--- src/rtl/irq_mgr_cfg.svh ---
// register offsets, field positions, reset values and timing counts of the interrupt manager
`ifndef IRQ_MGR_CFG_SVH
`define IRQ_MGR_CFG_SVH

`define REG_BASIC_STATUS    5'h01
`define REG_EXPANSION       5'h06
`define REG_MODE_CTRL       5'h11
`define REG_IRQ_FLAGS       5'h1D
`define REG_IRQ_MASK        5'h1E

`define ALT_SEL_BIT         6
`define SRC_LSB             1
`define SRC_MSB             8

`define FLAG_RST            8'h40
`define MASK_RST            8'h00
`define PREV_RST            8'h48

`define CLK_KHZ             125000
`define ENERGY_DELAY_MS     1000
`define ENERGY_PULSE_MS     256
`define ENERGY_DELAY_CYC    (`ENERGY_DELAY_MS * `CLK_KHZ)
`define ENERGY_PULSE_CYC    (`ENERGY_PULSE_MS * `CLK_KHZ)

`endif

--- src/rtl/irq_mgr_pkg.sv ---
// types shared by the interrupt manager files
package irq_mgr_pkg;

    // one register access from the management frame decoder
    typedef struct packed {
        logic [4:0]  addr;
        logic        wr;
        logic        rd;
        logic [15:0] wdata;
    } reg_req_t;

    // live status levels of the eight interrupt sources
    typedef struct packed {
        logic [3:0] wake;
        logic       energy_detect;
        logic       an_complete;
        logic       remote_fault;
        logic       link_status;
        logic       lp_ack;
        logic       par_det_fault;
        logic       page_received;
    } phy_status_t;

    typedef enum logic [1:0] {
        EN_IDLE,
        EN_ARMED,
        EN_WAIT,
        EN_PULSE
    } energy_st_t;

endpackage

--- src/rtl/phy_interrupt_manager.sv ---
// interrupt flags, mask, mode select and active-low interrupt output of the transceiver
`include "irq_mgr_cfg.svh"

module phy_interrupt_manager #(
    parameter int unsigned ENERGY_DELAY_CYC = `ENERGY_DELAY_CYC,
    parameter int unsigned ENERGY_PULSE_CYC = `ENERGY_PULSE_CYC
) (
    input  wire logic                      CLK,
    input  wire logic                      RST,
    input  wire irq_mgr_pkg::reg_req_t     REG_REQ,
    input  wire irq_mgr_pkg::phy_status_t  STATUS,
    input  wire logic                      RENEGOTIATE,
    output logic [15:0]                    REG_RDATA,
    output logic                           IRQ_OUT_N
);

    irq_mgr_pkg::energy_st_t en_st_q;
    logic [7:0]  stat_v;
    logic [7:0]  prev_q;
    logic [7:0]  rise;
    logic [7:0]  fall;
    logic [7:0]  pri_clr;
    logic [7:0]  wr_one;
    logic [7:0]  flags;
    logic [7:0]  mask_q;
    logic        alt_q;
    logic        rd_status;
    logic        rd_exp;
    logic        rd_flags;
    logic        wr_flags;
    logic        wr_mask;
    logic        wr_mode;
    logic        pulse_on;
    logic [31:0] en_cnt_q;
    logic [15:0] rdata_q;
    logic        irq_n_q;
    logic        link_loss;

    // source vector, bit i is register bit i+1; link-down is the inverted link level
    assign stat_v = {|STATUS.wake, STATUS.energy_detect, STATUS.an_complete, STATUS.remote_fault,
                     ~STATUS.link_status, STATUS.lp_ack, STATUS.par_det_fault, STATUS.page_received};

    // register port decode, one strobe per cycle from the frame decoder
    assign rd_status = REG_REQ.rd & (REG_REQ.addr == `REG_BASIC_STATUS);
    assign rd_exp    = REG_REQ.rd & (REG_REQ.addr == `REG_EXPANSION);
    assign rd_flags  = REG_REQ.rd & (REG_REQ.addr == `REG_IRQ_FLAGS);
    assign wr_flags  = REG_REQ.wr & (REG_REQ.addr == `REG_IRQ_FLAGS);
    assign wr_mask   = REG_REQ.wr & (REG_REQ.addr == `REG_IRQ_MASK);
    assign wr_mode   = REG_REQ.wr & (REG_REQ.addr == `REG_MODE_CTRL);

    // previous levels for edge detection
    always_ff @(posedge CLK or posedge RST) begin
        if (RST) begin
            prev_q <= `PREV_RST;
        end else begin
            prev_q <= stat_v;
        end
    end

    assign rise      = stat_v & ~prev_q;
    assign fall      = prev_q & ~stat_v;
    assign link_loss = rise[3];

    // primary deassert events per source; reads of the flag register clear every source
    assign pri_clr = {8{rd_flags}} | {~stat_v[7],
                                      fall[6],
                                      fall[5],
                                      fall[4] | rd_status,
                                      rd_status,
                                      fall[2],
                                      fall[1] | rd_exp | RENEGOTIATE | link_loss,
                                      fall[0] | rd_exp | RENEGOTIATE | link_loss};

    assign wr_one = {8{wr_flags & alt_q}} & REG_REQ.wdata[`SRC_MSB:`SRC_LSB];

    // one flag cell per source; energy flag comes out of reset set
    for (genvar i = 0; i < 8; i++) begin : g_src
        irq_flag_cell #(
            .RST_VAL (1'(`FLAG_RST >> i))
        ) u_cell (
            .CLK     (CLK),
            .RST     (RST),
            .set_ev  (rise[i]),
            .pri_clr (pri_clr[i]),
            .alt_ok  (~stat_v[i]),
            .wr_one  (wr_one[i]),
            .alt     (alt_q),
            .flag_q  (flags[i])
        );
    end

    // mode select, only this bit of the mode register lives here
    always_ff @(posedge CLK or posedge RST) begin
        if (RST) begin
            alt_q <= 1'b0;
        end else if (wr_mode) begin
            alt_q <= REG_REQ.wdata[`ALT_SEL_BIT];
        end
    end

    // mask register
    always_ff @(posedge CLK or posedge RST) begin
        if (RST) begin
            mask_q <= `MASK_RST;
        end else if (wr_mask) begin
            mask_q <= REG_REQ.wdata[`SRC_MSB:`SRC_LSB];
        end
    end

    // delayed energy pulse; leaves at once when the mask is dropped or alternate mode starts
    always_ff @(posedge CLK or posedge RST) begin
        if (RST) begin
            en_st_q  <= irq_mgr_pkg::EN_IDLE;
            en_cnt_q <= 32'h0;
        end else if (alt_q || !mask_q[6]) begin
            en_st_q  <= irq_mgr_pkg::EN_IDLE;
            en_cnt_q <= 32'h0;
        end else begin
            case (en_st_q)
                irq_mgr_pkg::EN_IDLE: begin
                    if (flags[6] && pri_clr[6] && !rise[6] && stat_v[6]) begin
                        en_st_q <= irq_mgr_pkg::EN_ARMED;
                    end
                end
                irq_mgr_pkg::EN_ARMED: begin
                    if (fall[6]) begin
                        en_st_q  <= irq_mgr_pkg::EN_WAIT;
                        en_cnt_q <= 32'h0;
                    end
                end
                irq_mgr_pkg::EN_WAIT: begin
                    if (en_cnt_q == ENERGY_DELAY_CYC - 1) begin
                        en_st_q  <= irq_mgr_pkg::EN_PULSE;
                        en_cnt_q <= 32'h0;
                    end else begin
                        en_cnt_q <= en_cnt_q + 32'h1;
                    end
                end
                irq_mgr_pkg::EN_PULSE: begin
                    if (en_cnt_q == ENERGY_PULSE_CYC - 1) begin
                        en_st_q  <= irq_mgr_pkg::EN_IDLE;
                        en_cnt_q <= 32'h0;
                    end else begin
                        en_cnt_q <= en_cnt_q + 32'h1;
                    end
                end
                default: begin
                    en_st_q  <= irq_mgr_pkg::EN_IDLE;
                    en_cnt_q <= 32'h0;
                end
            endcase
        end
    end

    assign pulse_on = (en_st_q == irq_mgr_pkg::EN_PULSE) & mask_q[6];

    // output flop keeps the pin glitch free; only masked-in flags and the masked-in energy pulse reach it
    always_ff @(posedge CLK or posedge RST) begin
        if (RST) begin
            irq_n_q <= 1'b1;
        end else begin
            irq_n_q <= ~(|(flags & mask_q) | pulse_on);
        end
    end

    // read data registered, value before any read clear of the same cycle
    always_ff @(posedge CLK or posedge RST) begin
        if (RST) begin
            rdata_q <= 16'h0000;
        end else if (REG_REQ.rd) begin
            case (REG_REQ.addr)
                `REG_IRQ_FLAGS: rdata_q <= {7'h00, flags, 1'b0};
                `REG_IRQ_MASK:  rdata_q <= {7'h00, mask_q, 1'b0};
                `REG_MODE_CTRL: rdata_q <= 16'(alt_q) << `ALT_SEL_BIT;
                default:        rdata_q <= 16'h0000;
            endcase
        end
    end

    assign REG_RDATA = rdata_q;
    assign IRQ_OUT_N = irq_n_q;
endmodule // phy_interrupt_manager

--- src/rtl/irq_flag_cell.sv ---
// one interrupt source flag with primary and alternate clearing
module irq_flag_cell #(
    parameter logic RST_VAL = 1'b0
) (
    input  wire logic CLK,
    input  wire logic RST,
    input  wire logic set_ev,
    input  wire logic pri_clr,
    input  wire logic alt_ok,
    input  wire logic wr_one,
    input  wire logic alt,
    output logic      flag_q
);

    logic clr;

    // alternate mode clears only on a write of one while the source is idle
    assign clr = alt ? (wr_one & alt_ok) : pri_clr;

    // a new event outranks a clear in the same cycle so it is never lost
    always_ff @(posedge CLK or posedge RST) begin
        if (RST) begin
            flag_q <= RST_VAL;
        end else if (set_ev) begin
            flag_q <= 1'b1;
        end else if (clr) begin
            flag_q <= 1'b0;
        end
    end
endmodule // irq_flag_cell

--- config.mk ---
export PLATFORM = sky130hd
export DESIGN_NAME = phy_interrupt_manager
export DESIGN_NICKNAME = d
export VERILOG_FILES = /design/src/rtl/irq_mgr_pkg.sv /design/src/rtl/phy_interrupt_manager.sv /design/src/rtl/irq_flag_cell.sv
export VERILOG_INCLUDE_DIRS = /design/src /design/src/rtl
export SDC_FILE = /design/constraint.sdc
export NUM_CORES = 1
export LEC_CHECK = 0
export ABC_AREA = 0
export BUFFER_PORTS_ARGS = -buffer_cell sky130_fd_sc_hd__buf_2
export CELL_PAD_IN_SITES_DETAIL_PLACEMENT = 1
export CELL_PAD_IN_SITES_GLOBAL_PLACEMENT = 1
export CORE_UTILIZATION = 25
export CTS_CLUSTER_DIAMETER = 150
export DETAILED_ROUTE_END_ITERATION = 10
export PLACE_DENSITY_LB_ADDON = 0.1
export SYNTH_ARGS = -nofsm -noshare
export SYNTH_HDL_FRONTEND = slang
export SYNTH_SLANG_ARGS = --single-unit
--- constraint.sdc ---
create_clock -name CLK -period 2.2 [get_ports CLK]
set_clock_uncertainty 0.2 [all_clocks]
set_input_delay 0.22 -clock CLK [delete_from_list [all_inputs] [get_ports CLK]]
set_output_delay 0.22 -clock CLK [all_outputs]
set_load 0.05 [all_outputs]
==> out/summary.log, run 1 <==
INFO  status         run_status=finished, violations left
INFO  status         failed_checks=negative setup slack
INFO  placement      pre_cts_ws=-0.269ns
INFO  sta            tightestPinTransition=0.728ns
INFO  logic_synthesis ys_dominant_reg_cell=sky130_fd_sc_hd__dfrtp_1
INFO  logic_synthesis yosysWarningCount=0
INFO  layout         post_route_cells_drive_above_1_share=0.318
INFO  drt            avgRoutedWirePerCell=16.7um
INFO  flow_run       max_cap_violations=0
INFO  setup_path     critical_path_class=reg -> reg
INFO  clock_tree     clkSlewWorstSetupHoldPaths=0.06ns
INFO  setup_path     timing.critical_path.buf_inv=3
INFO  clock_tree     cts_buffers=9
INFO  layout         antenna-diode-count=0
INFO  placement      gp_routability_congestion=0.777
INFO  sta            final.setup.worst_slack=-0.0984ns
INFO  sta            slew-limit-headroom=0.513
INFO  clock_tree     insertion_delay=0.34ns
INFO  clock_tree     clock_tree_from_tritoncts=done
INFO  placement      port-buffer-count=37
INFO  drt            firstDrtPassIters=4
INFO  logic_synthesis synth_largest_type_area_fraction=0.436
INFO  sta            report.final.slew_viol_count=0
INFO  global_route   grt_remaining_overflow=0
INFO  global_route   antenna_found_initial=0
INFO  clock_tree     ctsHtreeMaxLevel=3
INFO  sta            rsz0062_at_grt=yes
INFO  global_route   grt_max_degree=69
INFO  logic_synthesis synth.yosys.seq_area_share=0.464
INFO  global_route   grt.total_usage=0.166
INFO  floorplan      core=14,100um^2
INFO  global_route   first_pass_grt_wire_length=19,000um
INFO  logic_synthesis ys_top_cells_by_area=sky130_fd_sc_hd__dfrtp_1, sky130_fd_sc_hd__a21oi_1, sky130_fd_sc_hd__o21ai_0, sky130_fd_sc_hd__mux2_2, sky130_fd_sc_hd__nor2_1
INFO  sta            final-hold-violation-count=0
INFO  floorplan      num_rows=43
INFO  sta            timing.final.crit_period=2.30ns
INFO  floorplan      die_width=123um
INFO  layout         seqCellArea=1710um^2
INFO  drt            antenna_left=0
INFO  logic_synthesis avgSynthCellArea=9.22um^2
INFO  global_route   grt_pass1_vias=3,639
INFO  placement      post-dp-hpwl=8170um
INFO  sta            setup_viol=21
INFO  clock_tree     clockRootBuffer=sky130_fd_sc_hd__clkbuf_16
INFO  layout         nets_final=563
INFO  setup_path     timing.critical_path.slowest_cell_delay=0.42ns
INFO  min_path       holdCritPathClass=in -> reg
INFO  setup_path     critical-path-top-delay-family=compound AO/OA/AOI/OAI gates
INFO  layout         final_common_cell=sky130_fd_sc_hd__dfrtp_1
INFO  floorplan      initial_core_util=0.261
INFO  setup_path     critical_path.endpoint_type=flop
INFO  logic_synthesis synthCells=399
INFO  clock_tree     clockBufferDepth=2
INFO  setup_path     critPathArrivalTime=2.37ns
INFO  power_and_ir_drop leakagePower=2.18nW
INFO  floorplan      floorplan.die.height=123um
INFO  drt            drc=0
INFO  sta            max_clock_freq=435MHz
INFO  logic_synthesis asyncSetResetFlopFracSynth=1.00
INFO  logic_synthesis distinct_cells_synth=55
INFO  floorplan      die-area=15,200um^2
INFO  power_and_ir_drop pwr_density_cell=649nW/um^2
INFO  power_and_ir_drop vdd_ir_drop_max=382uV
INFO  layout         area_of_combinational_cells_with_multiple_inputs=1950um^2
INFO  drt            first_iter_violations=128
INFO  drt            wirelength=11,800um
INFO  sta            finalHoldWorstSlack=0.0616ns
INFO  power_and_ir_drop post-layout-total-power=3.38mW
INFO  setup_path     crit_chain=buf_6 > ha_2 > inv_2 > mux2i_2 > a2111o_1 > buf_12 > or4_4 > a21oi_2
INFO  drt            vias_per_cell=5.02
INFO  setup_path     startpoint_type=flop
INFO  layout         most-common-layout-cells=sky130_fd_sc_hd__dfrtp_1, sky130_fd_sc_hd__buf_4, sky130_fd_sc_hd__buf_2
INFO  sta            period_share=1.04
INFO  sta            totalNegativeSetupSlack=-1.71ns
INFO  logic_synthesis yosys_register_bits=68
INFO  setup_path     critical-path-slowest-cell=sky130_fd_sc_hd__a2111o_1
INFO  clock_tree     numClockSinks=68
INFO  logic_synthesis synth_largest_area_cell=sky130_fd_sc_hd__dfrtp_1
INFO  setup_path     cp.required=2.27ns
INFO  layout         fillers=1,639
INFO  logic_synthesis synth_edf_count=0
INFO  layout         area.growth.synth_to_final=41.8%
INFO  drt            detailroute.via_count=3,538
INFO  logic_synthesis synth.cell_area=3680um^2
INFO  setup_path     worst-path-max-fanout=18
INFO  floorplan      i_o_pins=54
==> worst reg2reg max path: stages, from the launching register on <==
cell	delay (ns)
sky130_fd_sc_hd__dfrtp_1	0.40
sky130_fd_sc_hd__buf_6	0.12
sky130_fd_sc_hd__ha_2	0.16
sky130_fd_sc_hd__inv_2	0.04
sky130_fd_sc_hd__mux2i_2	0.16
sky130_fd_sc_hd__a2111o_1	0.42
sky130_fd_sc_hd__buf_12	0.17
sky130_fd_sc_hd__or4_4	0.42
sky130_fd_sc_hd__a21oi_2	0.13
==> timing repair <==
action                     in CTS  in global routing
cloned                          1                  0
pin swaps                      12                  3
setup endpoints to repair      34                 34
hold buffers                   20                  0
buffers inserted                2                  3
gates resized for setup        24                 16
hold endpoints to repair       88                  0
==> cells in the mapped netlist, drive strengths merged, types with 2 or more instances <==
master,count
a21oi,38
a221oi,2
a22oi,10
a31oi,6
a32o,2
and2,5
and3,6
and4,3
buf,15
clkbuf,7
dfrtp,64
dfstp,4
ha,6
inv,19
mux2,10
mux2i,2
nand2,28
nand2b,2
nand3,20
nand4,9
nor2,29
nor2b,7
nor3,10
nor4,7
nor4b,3
nor4bb,2
o2111ai,3
o211ai,5
o21ai,24
o22ai,5
o31ai,6
or2,3
or3,14
or4,7
xnor2,2
==> final cells by class <==
type	count	share of cell area
clock buffer	9	0.0432
clock inverter	7	0.0163
inverter	20	0.0144
multi-input combinational	296	0.374
sequential	68	0.327
tap	180	0.0432
timing repair buffer	125	0.182
==> metal layers <==
| layer | track usage | part of all wire |
|---|---|---|
| met5 | 0 | 0 |
| met2 | 0.290 | 0.49 |
| met4 | 0.0655 | 0.014 |
| met1 | 0.206 | 0.47 |
| met3 | 0.0217 | 0.027 |
==> flip-flops by register name, summed over array words and instances, names as in the netlist <==
name,cells
en_cnt_q,32
REG_RDATA,8
IRQ_OUT_N,1
en_st_q,2
prev_q,8
g_src.u_cell.flag_q,8
mask_q,8
alt_q,1
==> through the flow <==
stage,instances,instance area [um^2],utilization
after detailed placement,664,4510,0.320
after global placement,664,4510,0.320
after CTS,702,5140,0.364
after global routing,705,5220,0.370
after floorplan,406,3710,-
final,705,5220,0.370
==> kinds of logic after synthesis <==
logic type | after synthesis | synth area share
AO/OA/AOI/OAI | 111 | 0.189
adder cells (fa/ha/maj) | 6 | 0.0204
XOR/XNOR | 2 | 0.00476
other | 1 | 0.00102
flip-flops | 68 | 0.464
buffers and inverters | 42 | 0.0531
multiplexers | 12 | 0.0361
AND/OR/NAND/NOR | 157 | 0.231
==> power by group <==
part           switching (mW)  internal (mW)  leakage [nW]  total (mW)
clock                   0.625          0.898         0.152        1.52
sequential             0.0602           1.33         0.879        1.39
combinational           0.296          0.169          1.15       0.465
total                   0.982           2.40          2.18        3.38
==> path summary, 6_finish.rpt <==
path | from | endpoint | slack, ns | cells after the start
min reg2reg | prev_q[7]$_DFF_PP0_ | g_src[7].u_cell.flag_q$_DFFE_PP0P_ | 0.25 | 1
max | en_st_q[0]$_DFFE_PP0P_ | en_cnt_q[22]$_DFFE_PP0P_ | -0.1 | 8
min | REG_REQ[17] | alt_q$_DFFE_PP0P_ | 0.06 | 3
max in group asynchronous | RST | prev_q[6]$_DFF_PP1_ | 1.14 | 4
min in group asynchronous | RST | en_cnt_q[29]$_DFFE_PP0P_ | 0.32 | 4
max reg2reg | en_st_q[0]$_DFFE_PP0P_ | en_cnt_q[22]$_DFFE_PP0P_ | -0.1 | 8
No activity file was read; power rests on OpenSTA's default activity.
==> inputs of run 2 (changes only) <==
--- a/config.mk
+++ b/config.mk
@@ -13,6 +13,7 @@
 export CORE_UTILIZATION = 25
 export CTS_CLUSTER_DIAMETER = 150
 export DETAILED_ROUTE_END_ITERATION = 10
+export MAX_ROUTING_LAYER = met4
 export PLACE_DENSITY_LB_ADDON = 0.1
 export SYNTH_ARGS = -nofsm -noshare
 export SYNTH_HDL_FRONTEND = slang
==> constraint.sdc (replaced) <==
create_clock -name CLK -period 2.2 [get_ports CLK]
set_clock_uncertainty 0.2 [all_clocks]
set_input_delay 0.22 -clock CLK [delete_from_list [all_inputs] [get_ports CLK]]
set_output_delay 0.22 -clock CLK [all_outputs]
set_load 0.005 [all_outputs]
==> run 2 against run 1 <==
The run still ends with negative setup slack left; register-to-register slack about the same; die area unchanged; total power decreased by 2.7%; final area unchanged; via count about the same; routed wire length decreased by 0.14%; global-route usage increased by 0.49 points; critical path depth unchanged; worst setup slack got worse by 0.0017 ns; worst hold slack about the same; clock power about the same; largest cell class unchanged.
==> out/summary.log, run 2 (synthesis results as in run 1) <==
INFO  flow_run       max_cap_violations=0 [unchanged]
INFO  clock_tree     cts_buffers=9 [unchanged]
INFO  power_and_ir_drop vdd_ir_drop_max=382uV [about the same]
INFO  sta            totalNegativeSetupSlack=-1.73ns [was -1.71 ns]
INFO  status         run_status=finished, violations left [unchanged]
INFO  sta            setup_viol=21 [unchanged]
INFO  drt            detailroute.via_count=3,535 [was 3,538]
INFO  floorplan      die-area=15,200um^2 [unchanged]
INFO  power_and_ir_drop pwr_density_cell=631nW/um^2 [was 649 nW/um^2]
INFO  setup_path     critical-path-top-delay-family=compound AO/OA/AOI/OAI gates [unchanged]
INFO  floorplan      core=14,100um^2 [unchanged]
INFO  floorplan      die_width=123um [unchanged]
INFO  layout         most-common-layout-cells=sky130_fd_sc_hd__dfrtp_1, sky130_fd_sc_hd__buf_4, sky130_fd_sc_hd__buf_2 [unchanged]
INFO  sta            final.setup.worst_slack=-0.100ns [was -0.0984 ns]
INFO  power_and_ir_drop leakagePower=2.18nW [about the same]
INFO  clock_tree     clockRootBuffer=sky130_fd_sc_hd__clkbuf_16 [unchanged]
INFO  global_route   grt.total_usage=0.171 [was 0.166]
INFO  clock_tree     ctsHtreeMaxLevel=3 [unchanged]
INFO  drt            firstDrtPassIters=4 [unchanged]
INFO  setup_path     startpoint_type=flop [unchanged]
INFO  setup_path     cp.required=2.27ns [about the same]
INFO  sta            timing.final.crit_period=2.30ns [about the same]
INFO  sta            slew-limit-headroom=0.518 [was 0.513]
INFO  power_and_ir_drop switching_share=0.271 [was 0.290]
INFO  clock_tree     insertion_delay=0.34ns [about the same]
INFO  setup_path     crit_chain=buf_6 > ha_2 > inv_2 > mux2i_2 > a2111o_1 > buf_12 > or4_4 > a21oi_2 [unchanged]
INFO  clock_tree     clock_tree_from_tritoncts=done [unchanged]
INFO  setup_path     worst-path-max-fanout=18 [unchanged]
INFO  global_route   grt_pass1_vias=3,634 [was 3,639]
INFO  layout         largest_register_ff_count=32 [unchanged]
INFO  setup_path     critical_path_class=reg -> reg [unchanged]
INFO  layout         area.growth.synth_to_final=41.8% [unchanged]
INFO  layout         post_route_cells_drive_above_1_share=0.318 [unchanged]
INFO  layout         final_core_utilization=0.370 [unchanged]
INFO  layout         antenna-diode-count=0 [unchanged]
INFO  floorplan      floorplan.die.height=123um [unchanged]
INFO  setup_path     critical-path-slowest-cell=sky130_fd_sc_hd__a2111o_1 [unchanged]
INFO  floorplan      num_rows=43 [unchanged]
INFO  power_and_ir_drop netSwitchingPower=0.892mW [was 0.982 mW]
INFO  placement      pre_cts_ws=-0.269ns [unchanged]
INFO  drt            vias_per_cell=5.01 [was 5.02]
INFO  clock_tree     clkSlewWorstSetupHoldPaths=0.06ns [about the same]
INFO  layout         final_common_cell=sky130_fd_sc_hd__dfrtp_1 [unchanged]
INFO  sta            period_share=1.05 [was 1.04]
INFO  floorplan      initial_core_util=0.261 [unchanged]
INFO  sta            report.final.slew_viol_count=0 [unchanged]
INFO  setup_path     timing.critical_path.buf_inv=3 [unchanged]
INFO  setup_path     critPathArrivalTime=2.37ns [about the same]
INFO  sta            rsz0062_at_grt=yes [unchanged]
INFO  status         failed_checks=negative setup slack [unchanged]
INFO  layout         top_register_by_number_of_flip_flops=en_cnt_q [unchanged]
INFO  power_and_ir_drop seq_power_share=0.424 [was 0.412]
INFO  placement      port-buffer-count=37 [unchanged]
INFO  power_and_ir_drop pwr-share-clk=0.462 [was 0.450]
INFO  power_and_ir_drop cell_internal_pwr=2.40mW [about the same]
INFO  sta            tightestPinTransition=0.721ns [was 0.728 ns]
INFO  drt            antenna_left=0 [unchanged]
INFO  setup_path     critical_path.endpoint_type=flop [unchanged]
INFO  placement      gp_routability_congestion=0.788 [was 0.777]
INFO  drt            first_iter_violations=127 [was 128]
INFO  power_and_ir_drop post-layout-total-power=3.29mW [was 3.38 mW]
INFO  layout         fillers=1,639 [unchanged]
INFO  drt            wirelength=11,800um [about the same]
INFO  global_route   antenna_found_initial=0 [unchanged]
INFO  min_path       holdCritPathClass=in -> reg [unchanged]
INFO  setup_path     timing.critical_path.slowest_cell_delay=0.42ns [about the same]
INFO  layout         nets_final=563 [unchanged]
INFO  sta            max_clock_freq=435MHz [about the same]
INFO  floorplan      i_o_pins=54 [unchanged]
INFO  drt            avgRoutedWirePerCell=16.7um [about the same]
INFO  placement      post-dp-hpwl=8170um [unchanged]
INFO  global_route   first_pass_grt_wire_length=19,000um [unchanged]
INFO  global_route   grt_max_degree=69 [unchanged]
INFO  clock_tree     numClockSinks=68 [unchanged]
INFO  drt            drc=0 [unchanged]
INFO  global_route   grt_remaining_overflow=0 [unchanged]
INFO  sta            final-hold-violation-count=0 [unchanged]
INFO  clock_tree     clockBufferDepth=2 [unchanged]
INFO  power_and_ir_drop combinationalPowerShare=0.114 [was 0.138]
## run 2: cell counts in the layout (fill, tap and decap cells not counted)
Identical to the previous run, type by type.
## run 2: power groups by stage
stage	sequential, mW	clock (mW)	combinational, mW
global placement	1.42	0	0.347
detailed placement	1.42	0	0.351
global route	1.40	1.62	0.420
finish	1.39	1.52	0.376
CTS	1.40	1.57	0.383
floorplan	1.40	0	0.195
## run 2: layout make-up
class | instances | area, um^2 | area share
Multi-Input combinational cell | 296 | 1950 | 0.374
Sequential cell | 68 | 1710 | 0.327
Timing Repair Buffer | 125 | 948 | 0.182
Clock buffer | 9 | 225 | 0.0432
Tap cell | 180 | 225 | 0.0432
Clock inverter | 7 | 85.1 | 0.0163
Inverter | 20 | 75.1 | 0.0144
## run 2: repair_timing
| action | in CTS | in global routing |
|---|---|---|
| resized for setup | 24 | 15 |
| pin swaps | 12 | 3 |
| endpoints found under the setup margin | 34 | 34 |
| setup buffers | 2 | 3 |
| gates cloned | 1 | 0 |
| endpoints found under the hold margin | 88 | 0 |
| hold buffers | 20 | 0 |
## run 2: final timing paths
path                                        startpoint                                  to  slack [ns]  cells after the start
worst max-delay path            en_st_q[0]$_DFFE_PP0P_            en_cnt_q[28]$_DFFE_PP0P_       -0.10                      8
max in group asynchronous                          RST                 prev_q[6]$_DFF_PP1_        1.14                      4
worst max register to register  en_st_q[0]$_DFFE_PP0P_            en_cnt_q[28]$_DFFE_PP0P_       -0.10                      8
worst min register to register     prev_q[7]$_DFF_PP0_  g_src[7].u_cell.flag_q$_DFFE_PP0P_        0.25                      1
min in group asynchronous                          RST            en_cnt_q[29]$_DFFE_PP0P_        0.32                      4
worst min-delay path                       REG_REQ[17]                   alt_q$_DFFE_PP0P_        0.06                      3
## run 2: worst reg2reg max path, cell delays in order (launching register included)
cell and delay, ns:
sky130_fd_sc_hd__dfrtp_1 0.40, sky130_fd_sc_hd__buf_6 0.12, sky130_fd_sc_hd__ha_2 0.16, sky130_fd_sc_hd__inv_2 0.04
sky130_fd_sc_hd__mux2i_2 0.16, sky130_fd_sc_hd__a2111o_1 0.42, sky130_fd_sc_hd__buf_12 0.17, sky130_fd_sc_hd__or4_4 0.42
sky130_fd_sc_hd__a21oi_2 0.13
## run 2: through the flow
stage	area [um^2]	hold slack [ns]	std cells
2_1_floorplan	3710	0.0245	406
3_5_place_dp	4510	0.147	664
4_1_cts	5140	0.0458	702
6_report	5220	0.0615	705
3_3_place_gp	4510	0.143	664
5_1_grt	5220	0.0688	705
## run 2: routing by layer
metal  vias up  track usage  share of wire
li1       1721            -              -
met1      1745        0.206           0.47
met2        58        0.289           0.49
met3        11       0.0217          0.027
met4         0       0.0655          0.014
met5         -            -              0
